--- config.mk ---
export PLATFORM = sky130hd
export DESIGN_NAME = cbt_ctrl
export DESIGN_NICKNAME = d
export VERILOG_FILES = /design/src/logic/cbt_pkg.sv /design/src/logic/cbt_ctrl.sv
export SDC_FILE = /design/constraint.sdc
export NUM_CORES = 1
export LEC_CHECK = 0
export BUFFER_PORTS_ARGS = -buffer_cell sky130_fd_sc_hd__buf_2
export CELL_PAD_IN_SITES_DETAIL_PLACEMENT = 1
export CELL_PAD_IN_SITES_GLOBAL_PLACEMENT = 2
export CORE_ASPECT_RATIO = 0.9
export CORE_MARGIN = 1.5
export CORE_UTILIZATION = 41
export DETAILED_ROUTE_END_ITERATION = 7
export PLACE_DENSITY_LB_ADDON = 0.1
export SETUP_SLACK_MARGIN = 0.05
export SLEW_MARGIN = 20
export SYNTH_ARGS = -nofsm -noshare
export SYNTH_HDL_FRONTEND = slang
export SYNTH_SLANG_ARGS = --single-unit
--- constraint.sdc ---
create_clock -name clk_sys_i -period 6.77 [get_ports clk_sys_i]
set_input_delay 1.354 -clock clk_sys_i [delete_from_list [all_inputs] [get_ports clk_sys_i]]
set_output_delay 1.354 -clock clk_sys_i [all_outputs]
set_load 0.03 [all_outputs]
--- src/logic/cbt_pkg.sv ---
// package for the can bit timing and control block: offsets, fields, types
// assumes an 8-bit cpu register port on the cpu clock
package cbt_pkg;
   localparam logic [7:0] OFS_FLAGS     = 8'h5a;
   localparam logic [7:0] OFS_ENABLES   = 8'h5b;
   localparam logic [7:0] OFS_CONTROL   = 8'h5c;
   localparam logic [7:0] OFS_PRESCALER = 8'h5d;
   localparam logic [7:0] OFS_SEGMENTS  = 8'h5e;
   localparam logic [7:0] OFS_PAGE      = 8'h5f;
   localparam logic [7:0] RST_FLAGS     = 8'h00;
   localparam logic [7:0] RST_ENABLES   = 8'h00;
   localparam logic [7:0] RST_CONTROL   = 8'h00;
   localparam logic [7:0] RST_PRESCALER = 8'h00;
   localparam logic [7:0] RST_SEGMENTS  = 8'h23;
   localparam logic [2:0] RST_PAGE      = 3'h0;
   // control register bit positions
   localparam int CTL_RUN  = 0;
   localparam int CTL_WAKE = 1;
   localparam int CTL_FAST = 2;
   localparam int CTL_NORT = 3;
   localparam int CTL_SELF = 4;
   localparam int CTL_ERROR_PASSIVE_STATE = 5;
   localparam int CTL_BUS_OFF_STATE = 6;
   // enables register bit positions
   localparam int EN_EARLY = 0;
   localparam int EN_EXTENDED_STATUS_REPORTING  = 6;
   // flag register bit positions
   localparam int FL_PEND = 0;
   localparam int FL_TERR = 1;
   localparam int FL_OVR  = 2;
   localparam int FL_SC   = 3;
   localparam int FL_SENT = 4;
   localparam int FL_RX1  = 5;
   // resync counts
   localparam logic [3:0] RECESSIVE_RUN = 4'ha;  // 11 bits, counted 0..10
   localparam logic [6:0] RUN_SEQUENCES = 7'h7f; // 128 runs, counted 0..127
   // page codes
   localparam logic [2:0] PG_DIAG = 3'h0;
   localparam logic [2:0] PG_BUF1 = 3'h1;
   localparam logic [2:0] PG_BUF2 = 3'h2;
   localparam logic [2:0] PG_BUF3 = 3'h3;
   localparam logic [2:0] PG_FILT = 3'h4;

   typedef enum logic [2:0]
   {
      ST_STANDBY = 3'b000,
      ST_WAKEUP  = 3'b001,
      ST_RESYNC  = 3'b010,
      ST_RUN     = 3'b011,
      ST_DRAIN   = 3'b100
   } cbt_mode_e;

   typedef enum logic [1:0]
   {
      SEG_EDGE   = 2'b00,
      SEG_FIRST  = 2'b01,
      SEG_SECOND = 2'b10
   } cbt_seg_e;

   // events reported by the protocol core as one-cycle pulses, plus the busy level and error counts
   typedef struct packed
   {
      logic [2:0] rx_done;     // error-free message stored, per buffer
      logic [2:0] rdy_clear;   // software cleared message-ready, per buffer
      logic       arb_won;
      logic       tx_ok;
      logic       tx_err;
      logic       rx_err;
      logic       overrun;
      logic       busy;        // transfer in progress
      logic [8:0] tx_err_cnt;
      logic [7:0] rx_err_cnt;
   } cbt_core_s;

   // bit timing strobes toward the protocol core
   typedef struct packed
   {
      logic       sample;      // sample point
      logic       tx_point;    // transmit point
      logic       synced;      // node running and synchronised
      logic       wake_drive;  // forcing the line dominant
      logic       self_rx;
      logic       no_retry;
      logic [2:0] page;
      logic       page_valid;
   } cbt_timing_s;
endpackage : cbt_pkg

--- src/logic/cbt_ctrl.sv ---
// can bit timing logic and general-purpose control registers
// assumes an 8-bit cpu register port on clk_sys_i and a core reporting events
// overview of the bus: rx line is asynchronous and passes a 3-stage filter
// Overview of operation
// - edge segment fixed at one quantum
// - first segment 1..16 quanta, lengthened on drift
// - second segment 1..8 quanta, shortened on drift
// - lengthening limited by jump width field+1; early edge always restarts bit
// - timing registers writable only in standby
// - quantum is cpu clocks times divider+1
// - segment fields bits 6:4 and 3:0, reset 23h
// - three-bit page code selects register window
// - receive flags set per buffer, cleared
// - sent flag on completion or arbitration win
// - status flag on wake, passive, bus-off, errors
// - overrun and send error flags set on events
// - error pending follows the three error flags
// - flags cleared where zero written, receive flags also on ready clear
// - interrupts gated by enable bits five..one
// - early mode moves sent event to arbitration
// - bus-off and error-passive read-only status bits
// - self reception selectable
// - no-retry bit disables retransmission
// - wake pulse then 11 or 128x11 recessive
// - run reads one until transfer completes
module cbt_ctrl
   import cbt_pkg::*;
(
   input  wire logic        clk_sys_i,   // cpu clock, 100 mhz
   input  wire logic        rst_b_i,     // async reset, active low
   input  wire logic [7:0]  addr_i,      // register address
   input  wire logic        wr_i,        // write strobe
   input  wire logic [7:0]  wdata_i,     // write data
   output logic      [7:0]  rdata_o,     // read data, registered
   input  wire logic        can_rx_i,    // bus line, 0 = dominant
   input  wire cbt_core_s   core_i,      // protocol core events
   output cbt_timing_s      timing_o,    // timing strobes and controls
   output logic             irq_o        // interrupt request
);
   typedef struct packed
   {
      logic [7:0] flags;
      logic [7:0] enables;
      logic [4:0] ctl;        // self, noretry, fast, wake, run bits
      logic [7:0] prescaler;
      logic [6:0] segments;
      logic [2:0] page;
      logic [7:0] rdata;
      cbt_mode_e  mode;
      cbt_seg_e   seg;
      logic [5:0] qcnt;
      logic       tq;
      logic [4:0] scnt;
      logic [4:0] seg1_len;
      logic [3:0] seg2_len;
      logic [2:0] rx_sync;
      logic       rx_stable;
      logic       rx_bit;
      logic [3:0] rec_cnt;
      logic [6:0] seq_cnt;
      logic       passive_q;
      logic       bus_off_state_q;
      logic       sample;
      logic       tx_point;
   } cbt_state_s;

   cbt_state_s r;
   cbt_state_s next_r;

   // clamp an adjustment to the jump width
   function automatic logic [4:0] clamp_jump(input logic [4:0] amt,
                                             input logic [1:0] width);
      logic [4:0] lim;
      lim = {3'h0, width} + 5'h01;
      clamp_jump = (amt > lim) ? lim : amt;
   endfunction : clamp_jump

   logic       standby;
   logic       edge_seen;
   logic       bus_off_state;
   logic       passive;
   logic [7:0] clr_mask;
   logic       sent_ev;
   logic       sc_ev;

   always_comb
   begin
      next_r    = r;
      standby   = (r.mode == ST_STANDBY);
      bus_off_state      = core_i.tx_err_cnt > 9'h0ff;
      passive   = !bus_off_state && (core_i.tx_err_cnt > 9'h07f ||
                            core_i.rx_err_cnt > 8'h7f);
      edge_seen = r.rx_stable && !r.rx_bit;  // stable and now dominant
      clr_mask  = 8'hff;
      sent_ev   = r.enables[EN_EARLY] ? core_i.arb_won : core_i.tx_ok;

      // three-stage line filter: change accepted when stages 2 and 3 agree
      next_r.rx_sync   = {r.rx_sync[1:0], can_rx_i};
      next_r.rx_stable = 1'b0;
      if (r.rx_sync[2] == r.rx_sync[1] && r.rx_sync[2] != r.rx_bit)
      begin
         next_r.rx_bit    = r.rx_sync[2];
         next_r.rx_stable = 1'b1;
      end

      // register writes
      if (wr_i)
      begin
         unique case (addr_i)
            OFS_FLAGS:   clr_mask = wdata_i;
            OFS_ENABLES: next_r.enables = {1'b0, wdata_i[6:0]};
            OFS_CONTROL: next_r.ctl = wdata_i[4:0];
            OFS_PRESCALER:
               if (standby) next_r.prescaler = wdata_i;
            OFS_SEGMENTS:
               if (standby) next_r.segments = wdata_i[6:0];
            OFS_PAGE:    next_r.page = wdata_i[2:0];
            default: ;
         endcase
      end

      // flags: clear by zero, then events set, so a set wins
      sc_ev = (standby && edge_seen) ||
              (!standby && ((passive && !r.passive_q) ||
                            (bus_off_state && !r.bus_off_state_q))) ||
              (r.enables[EN_EXTENDED_STATUS_REPORTING] && core_i.rx_err);
      next_r.flags[7:1] = r.flags[7:1] & clr_mask[7:1];
      next_r.flags[7:5] = next_r.flags[7:5] & ~{core_i.rdy_clear[2],
                            core_i.rdy_clear[1], core_i.rdy_clear[0]};
      next_r.flags[7:5] = next_r.flags[7:5] | {core_i.rx_done[2],
                            core_i.rx_done[1], core_i.rx_done[0]};
      if (sent_ev)        next_r.flags[FL_SENT] = 1'b1;
      if (sc_ev)          next_r.flags[FL_SC]   = 1'b1;
      if (core_i.overrun) next_r.flags[FL_OVR]  = 1'b1;
      if (core_i.tx_err)  next_r.flags[FL_TERR] = 1'b1;
      next_r.flags[FL_PEND] = |next_r.flags[FL_SC:FL_TERR];
      next_r.passive_q = passive;
      next_r.bus_off_state_q    = bus_off_state;

      // node mode sequencing
      next_r.sample   = 1'b0;
      next_r.tx_point = 1'b0;
      unique case (r.mode)
         ST_STANDBY:
            if (r.ctl[CTL_RUN])
               next_r.mode = r.ctl[CTL_WAKE] ? ST_WAKEUP : ST_RESYNC;
         ST_WAKEUP:
            if (r.tx_point) next_r.mode = ST_RESYNC;  // one bit dominant
         ST_RESYNC:
         begin
            if (!r.ctl[CTL_RUN]) next_r.mode = ST_STANDBY;
            else if (r.sample)
            begin
               if (!r.rx_bit) begin next_r.rec_cnt = 4'h0;
                  next_r.seq_cnt = 7'h00; end
               else if (r.rec_cnt != RECESSIVE_RUN)
                  next_r.rec_cnt = r.rec_cnt + 4'h1;
               else if (r.ctl[CTL_FAST] && !bus_off_state ||
                        r.seq_cnt == RUN_SEQUENCES)
                  next_r.mode = ST_RUN;
               else
               begin
                  next_r.rec_cnt = 4'h0;
                  next_r.seq_cnt = r.seq_cnt + 7'h01;
               end
            end
         end
         ST_RUN:
            if (!r.ctl[CTL_RUN]) next_r.mode = ST_DRAIN;
         ST_DRAIN:
            if (r.ctl[CTL_RUN]) next_r.mode = ST_RUN;
            else if (!core_i.busy) next_r.mode = ST_STANDBY;
         default: next_r.mode = ST_STANDBY;
      endcase
      if (next_r.mode != ST_RESYNC)
      begin
         next_r.rec_cnt = 4'h0;
         next_r.seq_cnt = 7'h00;
      end

      // quantum generation; prescaler stopped in standby
      next_r.tq = 1'b0;
      if (standby) next_r.qcnt = 6'h00;
      else if (r.qcnt == r.prescaler[5:0])
      begin
         next_r.qcnt = 6'h00;
         next_r.tq   = 1'b1;
      end
      else next_r.qcnt = r.qcnt + 6'h01;

      // bit segments
      if (standby)
      begin
         next_r.seg  = SEG_EDGE;
         next_r.scnt = 5'h00;
      end
      else if (edge_seen && r.seg == SEG_FIRST)
         // late edge: lengthen first segment
         next_r.seg1_len = r.seg1_len + clamp_jump(r.scnt + 5'h01,
                                     r.prescaler[7:6]);
      else if (edge_seen && r.seg == SEG_SECOND)
      begin
         // early edge: cut second segment, restart bit
         next_r.seg  = SEG_EDGE;
         next_r.scnt = 5'h00;
         next_r.tx_point = (5'({1'b0, r.seg2_len}) - r.scnt) <=
                           clamp_jump(5'({1'b0, r.seg2_len}) - r.scnt,
                                      r.prescaler[7:6]);
      end
      if (r.tq && !standby)
      begin
         unique case (r.seg)
            SEG_EDGE:
            begin
               next_r.seg      = SEG_FIRST;
               next_r.scnt     = 5'h00;
               next_r.seg1_len = {1'b0, r.segments[3:0]} + 5'h01;
               next_r.seg2_len = {1'b0, r.segments[6:4]} + 4'h1;
            end
            SEG_FIRST:
               if (r.scnt + 5'h01 >= r.seg1_len)
               begin
                  next_r.seg    = SEG_SECOND;
                  next_r.scnt   = 5'h00;
                  next_r.sample = 1'b1;
               end
               else next_r.scnt = r.scnt + 5'h01;
            SEG_SECOND:
               if (r.scnt + 5'h01 >= {1'b0, r.seg2_len})
               begin
                  next_r.seg      = SEG_EDGE;
                  next_r.scnt     = 5'h00;
                  next_r.tx_point = 1'b1;
               end
               else next_r.scnt = r.scnt + 5'h01;
            default: next_r.seg = SEG_EDGE;
         endcase
      end

      // read data
      unique case (addr_i)
         OFS_FLAGS:     next_r.rdata = r.flags;
         OFS_ENABLES:   next_r.rdata = r.enables;
         OFS_CONTROL:   next_r.rdata = {1'b0, bus_off_state, passive, r.ctl[4:1],
                                        r.ctl[0] || r.mode == ST_DRAIN};
         OFS_PRESCALER: next_r.rdata = r.prescaler;
         OFS_SEGMENTS:  next_r.rdata = {1'b0, r.segments};
         OFS_PAGE:      next_r.rdata = {5'h00, r.page};
         default:       next_r.rdata = 8'h00;
      endcase
   end

   always_ff @(posedge clk_sys_i or negedge rst_b_i)
   begin
      if (!rst_b_i)
      begin
         r           <= '0;
         r.flags     <= RST_FLAGS;
         r.enables   <= RST_ENABLES;
         r.ctl       <= RST_CONTROL[4:0];
         r.prescaler <= RST_PRESCALER;
         r.segments  <= RST_SEGMENTS[6:0];
         r.page      <= RST_PAGE;
         r.mode      <= ST_STANDBY;
         r.seg       <= SEG_EDGE;
         r.rx_sync   <= 3'h7;
         r.rx_bit    <= 1'b1;
      end
      else
         r <= next_r;
   end

   assign rdata_o             = r.rdata;
   assign timing_o.sample     = r.sample;
   assign timing_o.tx_point   = r.tx_point;
   assign timing_o.synced     = (r.mode == ST_RUN) || (r.mode == ST_DRAIN);
   assign timing_o.wake_drive = (r.mode == ST_WAKEUP);
   assign timing_o.self_rx    = r.ctl[CTL_SELF];
   assign timing_o.no_retry   = r.ctl[CTL_NORT];
   assign timing_o.page       = r.page;
   assign timing_o.page_valid = (r.page <= PG_FILT);
   // interrupt: receive flags share one enable
   assign irq_o = (|r.flags[7:5] && r.enables[5]) ||
                  (r.flags[FL_SENT] && r.enables[4]) ||
                  (r.flags[FL_SC]   && r.enables[3]) ||
                  (r.flags[FL_OVR]  && r.enables[2]) ||
                  (r.flags[FL_TERR] && r.enables[1]);
endmodule : cbt_ctrl

==> results.toml, run 1 <==
[power_and_ir_drop]
p_per_area_nw_per_um2 = 216.3
p_int_mw = 0.9783
p_comb_share_pct = 13.1
p_switching_mw = 0.3436
sw_frac_of_total_pct = 25.99
p_seq_share_pct = 45.1
p_clk_share_pct = 41.8
p_leak_nw = 2.909
peakVddDrop_mv = 0.1416

[critical_path]
max_stage_delay_ns = 0.53
crit_path_max_fanout = 8
cpMostUsedCell = "ha_1"
critPathCaptureType = "register"
slowest_stage = "dfrtp_1"
critPathLaunchType = "register"
worstSetupPathType = "reg2reg"
worstPathRequired_ns = 6.96
cp_num_buf_inv = 1
crit_family = "adder cells"
cp.arrival_ns = 4.50
reg2reg_slack_ns = 2.47
path_cells = "ha_1, inv_1, fa_1, ha_1, nor2b_1, o21ai_0, a32oi_1, nor3_1, mux2i_1, ha_1, nor2b_1, o21a_1, o21ai_0, nand4_1, o31ai_1"

[timing]
period_needed_ns = 4.303
rsz0062_at_grt = "no"
setup_tns_ns = 0
holdWs_ns = 0.3603
fin_crit_sh_pct = 63.56
relSlewSlack_pct = 28.07
fin_skew_ns = 0.007743
slew_viol_final = 0
setup_viol = 0
worst_pin_slew_ns = 1.075
max_freq_mhz = 232.4
hold_viol = 0

[clock_network]
postCtsHoldBufs = 0
numClockSinks = 92
tritoncts = "yes"
htreeDepth = 3
cts-root-buf = "clkbuf_16"
clk_path_buf_depth = 2
cts_buffers = 9
clock_latency_ns = 0.35
clkTransAtPathRegs_ns = 0.07
cts_resized = 0
postCtsSetupBuffers = 0

[global_route]
track_usage_pct = 20.93
grt_max_degree = 50
antenna_found_initial = 0
grt_overflow = 0
grt_pass1_wl_um = 23200
grt_pass1_vias = 4342

[synth]
synth_nets = 626
yosys-top-cells-area = "dfrtp_1 38%, ha_1 7.7%, mux2_2 6.9%"
syn_area_per_cell_um2 = 10.23
yosys_warnings = 0
synth_seq_cells = 92
synth_top_area_share_pct = 38.44
synth_top_area_cell = "dfrtp_1"
synth.cell_area_um2 = 5534
synth_enable_flop_cells = 0
synth-seq-area-share_pct = 41.76
synth.distinct_cells = 72
synth_ff_type = "dfrtp_1"
synth-async-reset-ratio_pct = 100.0
synth_cells = 541

[layout]
design_area_um2 = 6112
final_layout_size_suffix_gt1_share_pct = 22.57
final_nets = 656
multi_input_area_um2 = 2925
area_growth_pct = 10.45
fillCellCount = 1500
layout_commonest_cell = "dfrtp_1"
diodes = 0
final_cell_mix = "85 x dfrtp_1, 52 x buf_2, 37 x nand2_1, 35 x nor2_1"
ff_latch_area_um2 = 2311
stdcell_count = 744

[run]
maxCapViolCount = 0

[route]
drtAntennaViolNets = 0
drt-total-wl_um = 14060
via_count = 4111
wl_met1_um = 6672
dr.first_iter.drc_count = 136
wl_met2_um = 6758
routed.top_layer = "met4"
avgViaCountPerCell = 5.526
firstDrtPassIters = 4
wl_met3_um = 511
wire_per_inst_um = 18.90
drc = 0

[die]
core_um2 = 13260
fp.dieW_um = 125.5
ios = 68
fp.dieH_um = 113.2
row_count = 40
initial_core_util_pct = 41.73
dieArea_um2 = 14210

[min_path]
min_path_type = "reg2reg"

[outcome]
status = "completed"

[place]
hpwl_um = 10380
numPortBuffers = 53
place_congestion = 0.7810
dpl_cell_area_um2 = 5786
dp.cells = 728
==> worst register-to-register path, cell delays in order, from the launching register on <==
cell     delay, ns
dfrtp_1       0.53
ha_1          0.23
inv_1         0.05
fa_1          0.50
ha_1          0.34
nor2b_1       0.13
o21ai_0       0.14
a32oi_1       0.08
nor3_1        0.47
mux2i_1       0.27
ha_1          0.26
nor2b_1       0.13
o21a_1        0.16
o21ai_0       0.28
nand4_1       0.15
o31ai_1       0.42
==> power groups by stage <==
stage                     logic, mW  registers [mW]  clock network, mW
after floorplan               0.122           0.595                  0
after global placement        0.166           0.605                  0
after detailed placement      0.174           0.606                  0
after CTS                     0.176           0.596              0.572
after global routing          0.194           0.599              0.589
final                         0.173           0.596              0.553
==> layout make-up <==
class | count | area share (%)
Timing Repair Buffer | 54 | 4.504
Multi-Input combinational cell | 397 | 47.86
Inverter | 17 | 1.044
Sequential cell | 92 | 37.81
Clock inverter | 5 | 1.372
Tap cell | 168 | 3.439
Clock buffer | 11 | 3.971
==> flip-flops by register name (all words and copies together), names as in the netlist <==
| signal | cells |
|---|---|
| r | 75 |
| rdata_o | 8 |
| timing_o | 7 |
| next_r | 2 |
==> cell families after synthesis <==
| family | count (synthesis) | synth area share [%] |
|---|---|---|
| other | 1 | 0.06776 |
| adders and majority gates | 36 | 8.411 |
| DFF | 92 | 41.76 |
| xor gates and xnor gates | 22 | 3.618 |
| muxes | 48 | 9.632 |
| and+or+nand+nor | 175 | 17.61 |
| AOI/OAI and AO/OA | 115 | 13.52 |
| buffers and inverters | 52 | 5.381 |
==> metrics by stage <==
step / power (mW) / util [%] / worst slack [ns]
detailed placement: 0.7810 / 43.62 / 2.557
finish: 1.322 / 46.08 / 2.467
floorplan: 0.7172 / - / 3.388
CTS: 1.345 / 46.08 / 2.480
global placement: 0.7711 / 43.62 / 2.718
global route: 1.382 / 46.08 / 2.229
==> routing by layer <==
layer / vias up / GRT usage, %
met1: 2070 / 28.73
met4: 0 / 3.864
met3: 11 / 4.728
met5: - / 0
li1: 1981 / -
met2: 49 / 34.35
==> synth_stat cells (3+ instances only) <==
library cell / count
a211oi_1: 3
a21o_1: 12
a21oi_1: 25
a22oi_1: 8
a31oi_1: 5
a32o_1: 3
and3_1: 3
buf_2: 10
buf_4: 16
buf_6: 4
clkbuf_1: 5
dfrtp_1: 85
dfstp_2: 7
ha_1: 34
inv_1: 17
mux2_2: 34
mux2i_1: 12
nand2_1: 37
nand2b_1: 11
nand3_1: 26
nor2_1: 35
nor2b_1: 16
nor3_1: 10
nor4_1: 3
o211ai_1: 3
o21a_1: 4
o21ai_0: 30
o31ai_1: 3
or3_1: 3
xnor2_1: 8
xor2_1: 13
==> path summary, 6_finish.rpt <==
kind,startpoint,end,cells after the start
worst max-delay path,r[29],timing_o[8],15
worst min-delay path,next_r[18],next_r[19],0
worst max register to register,r[29],timing_o[8],15
worst min register to register,next_r[18],next_r[19],0
max in group asynchronous,rst_b_i,timing_o[3],2
min in group asynchronous,rst_b_i,r[30],1
(Power assumes the default switching activity.)
==> inputs of run 2 (changes only) <==
ABC_AREA = 1   (was unset)
CORE_UTILIZATION = 31   (was 41)
clock period = 3.5 ns   (was 6.77 ns; I/O delays follow)
==> run 2 against run 1 <==
Sequential power grew 120%. Sequential share of layout area shrank 1.1 points. Count of clock-buffer cells in the layout grew 3. Critical path depth is the same. Clock power grew 69%.
==> results.toml, run 2 <==
[outcome]
status = "completed"

[synth]
ys_top_cells_by_count = "173 x nand2_1, 94 x inv_1, 85 x dfrtp_1"
synth.distinct_cells = 43
synth.cell_area_um2 = 5544
yosys-top-cells-area = "dfrtp_1 38%, nand2_1 12%, ha_1 7.7%"
synth_ff_type = "dfrtp_1"
synth_nets = 793
synth_cells = 708
synth_enable_flop_cells = 0
yosysMostFrequentCell = "nand2_1"
yosys_warnings = 0
synth_top_area_share_pct = 38.37
synth-seq-area-share_pct = 41.68
synth_seq_cells = 92
synth_top_area_cell = "dfrtp_1"
synth-async-reset-ratio_pct = 100.0
syn_area_per_cell_um2 = 7.831

[layout]
ff_latch_area_um2 = 2312
stdcell_count = 998
final_nets = 839
largest_reg_flops = 75
final_cell_mix = "173 x nand2_1, 94 x inv_1, 84 x dfrtp_1, 71 x nor2_1, 57 x o21ai_0"
fillCellCount = 2201
multi_input_area_um2 = 2724
layout_commonest_cell = "nand2_1"
area_growth_pct = 13.70
postLayoutCoreUtil_pct = 35.91
final_layout_size_suffix_gt1_share_pct = 14.78
top_register = "r"
diodes = 0

[timing]
setup_tns_ns = 0
max_freq_mhz = 308.4
setup_viol = 0
rsz0062_at_grt = "no"
slew_viol_final = 0
fin_skew_ns = 0.005157
fin_crit_sh_pct = 92.65
relSlewSlack_pct = 55.95
period_needed_ns = 3.243
hold_viol = 0
worst_pin_slew_ns = 0.6607

[clock_network]
clk_path_buf_depth = 2
cts_buffers = 9
tritoncts = "yes"
htreeDepth = 3
cts-root-buf = "clkbuf_16"
clock_latency_ns = 0.35
numClockSinks = 92
clkTransAtPathRegs_ns = 0.07

[min_path]
min_path_type = "reg2reg"
min-delay-start = "next_r[18]"

[route]
drc = 0
firstDrtPassIters = 4
via_count = 4716
avgViaCountPerCell = 4.725
wire_per_inst_um = 15.77
drt-total-wl_um = 15740
drtAntennaViolNets = 0
dr.first_iter.drc_count = 150

[critical_path]
path_cells = "ha_1, inv_1, fa_2, ha_1, a21oi_1, o21bai_1, nand2_1, nand3_2, o21ai_0, ha_1, a21oi_2, nand2_1, a21oi_1, nand3_2, a21oi_1"
critPathCaptureType = "register"
startpoint = "r[29]"
worstPathRequired_ns = 3.77
crit_path_max_fanout = 6
worstSetupPathType = "reg2reg"
cp.arrival_ns = 3.51
slowest_stage = "fa_2"
reg2reg_from = "r[29]"
max_stage_delay_ns = 0.48
critPathLaunchType = "register"

[die]
row_count = 46
dieArea_um2 = 18700
fp.dieW_um = 144.0
fp.dieH_um = 129.9
initial_core_util_pct = 31.58
core_um2 = 17550
ios = 68

[run]
maxCapViolCount = 0

[power_and_ir_drop]
p_leak_nw = 3.102
p_switching_mw = 1.022
peakVddDrop_mv = 0.2024
p_clk_share_pct = 31.5
sw_frac_of_total_pct = 34.45
p_seq_share_pct = 43.8
p_comb_share_pct = 24.8
p_total_mw = 2.967
p_int_mw = 1.945
p_per_area_nw_per_um2 = 470.7

[global_route]
grt_max_degree = 48
grt_pass1_vias = 5064
antenna_found_initial = 0
grt_overflow = 0
track_usage_pct = 18.22
grt_pass1_wl_um = 26170

[place]
hpwl_um = 12230
dp.cells = 982
numPortBuffers = 53
place_congestion = 0.8023
run 2: cell count changes after synthesis, sizes merged, moves of 18 or more:
cell   before  now
nor2       36   78
o21ai      33   59
nand2      38  176
inv        17   98
nand3      28   46
mux2       36    0
run 2: through the flow:
step	setup slack (ns)	hold WS, ns	cell area [um^2]
floorplan	0.6568	0.3452	5544
global placement	0.2739	0.3503	5995
detailed placement	0.1945	0.3500	5995
CTS	0.1404	0.3685	6266
global route	0.004556	0.3699	6304
finish	0.2572	0.3642	6304
run 2: cell families (layout without fill, tap and decap cells):
logic type	Yosys count	count (layout)	share of synthesized area, %
multiplexers	1	1	0.1806
other	1	1	0.06764
XOR/XNOR	20	20	3.160
AO/OA/AOI/OAI	106	106	10.45
adder cells (fa/ha/maj)	36	36	8.395
buffers and inverters	122	172	9.704
flip-flops	92	92	41.68
AND/OR/NAND/NOR	330	330	26.36
run 2: path summary, 6_finish.rpt:
check | end | slack, ns | depth (start not counted)
worst max register to register | timing_o[8] | 0.26 | 15
worst min register to register | next_r[19] | 0.36 | 0
worst min-delay path | next_r[19] | 0.36 | 0
min in group asynchronous | r[9] | 0.38 | 1
worst max-delay path | timing_o[8] | 0.26 | 15
max in group asynchronous | r[62] | 2.37 | 2
run 2: final cells by class:
cell class | count | share of cell area (%)
well taps | 240 | 4.764
inverters | 98 | 5.875
clock buffers | 14 | 4.188
flip-flops and latches | 92 | 36.68
repair buffers | 59 | 5.161
clock inverters | 1 | 0.1191
multi-input cells | 494 | 43.21
run 2: routing by layer:
| layer | up-vias | wire [um] | global-route usage, % |
|---|---|---|---|
| met2 | 68 | 7137 | 28.88 |
| met1 | 2283 | 7853 | 25.47 |
| met5 | - | 0 | 0 |
| met4 | 0 | 218 | 5.042 |
| met3 | 18 | 533 | 3.339 |
| li1 | 2347 | - | - |
run 2: power by group through the flow:
stage | logic [mW] | clock network, mW | registers (mW)
2_1_floorplan | 0.547 | 0 | 1.27
3_3_place_gp | 0.714 | 0 | 1.31
3_5_place_dp | 0.744 | 0 | 1.32
4_1_cts | 0.749 | 0.968 | 1.30
5_1_grt | 0.851 | 1.00 | 1.31
6_report | 0.735 | 0.933 | 1.30
run 2: repair_timing:
item	CTS	global route
setup endpoints to repair	0	2
hold buffers	0	0
setup buffers	0	1
resized for setup	0	9
endpoints found under the hold margin	0	0
run 2: worst max-delay path: cells and delay by family (launching register included):
kind / cells / cell delay, ns
adders and majority gates: 4 / 1.31
AOI/OAI and AO/OA: 6 / 0.92
DFF: 1 / 0.45
and+or+nand+nor: 4 / 0.39
buffers and inverters: 1 / 0.09
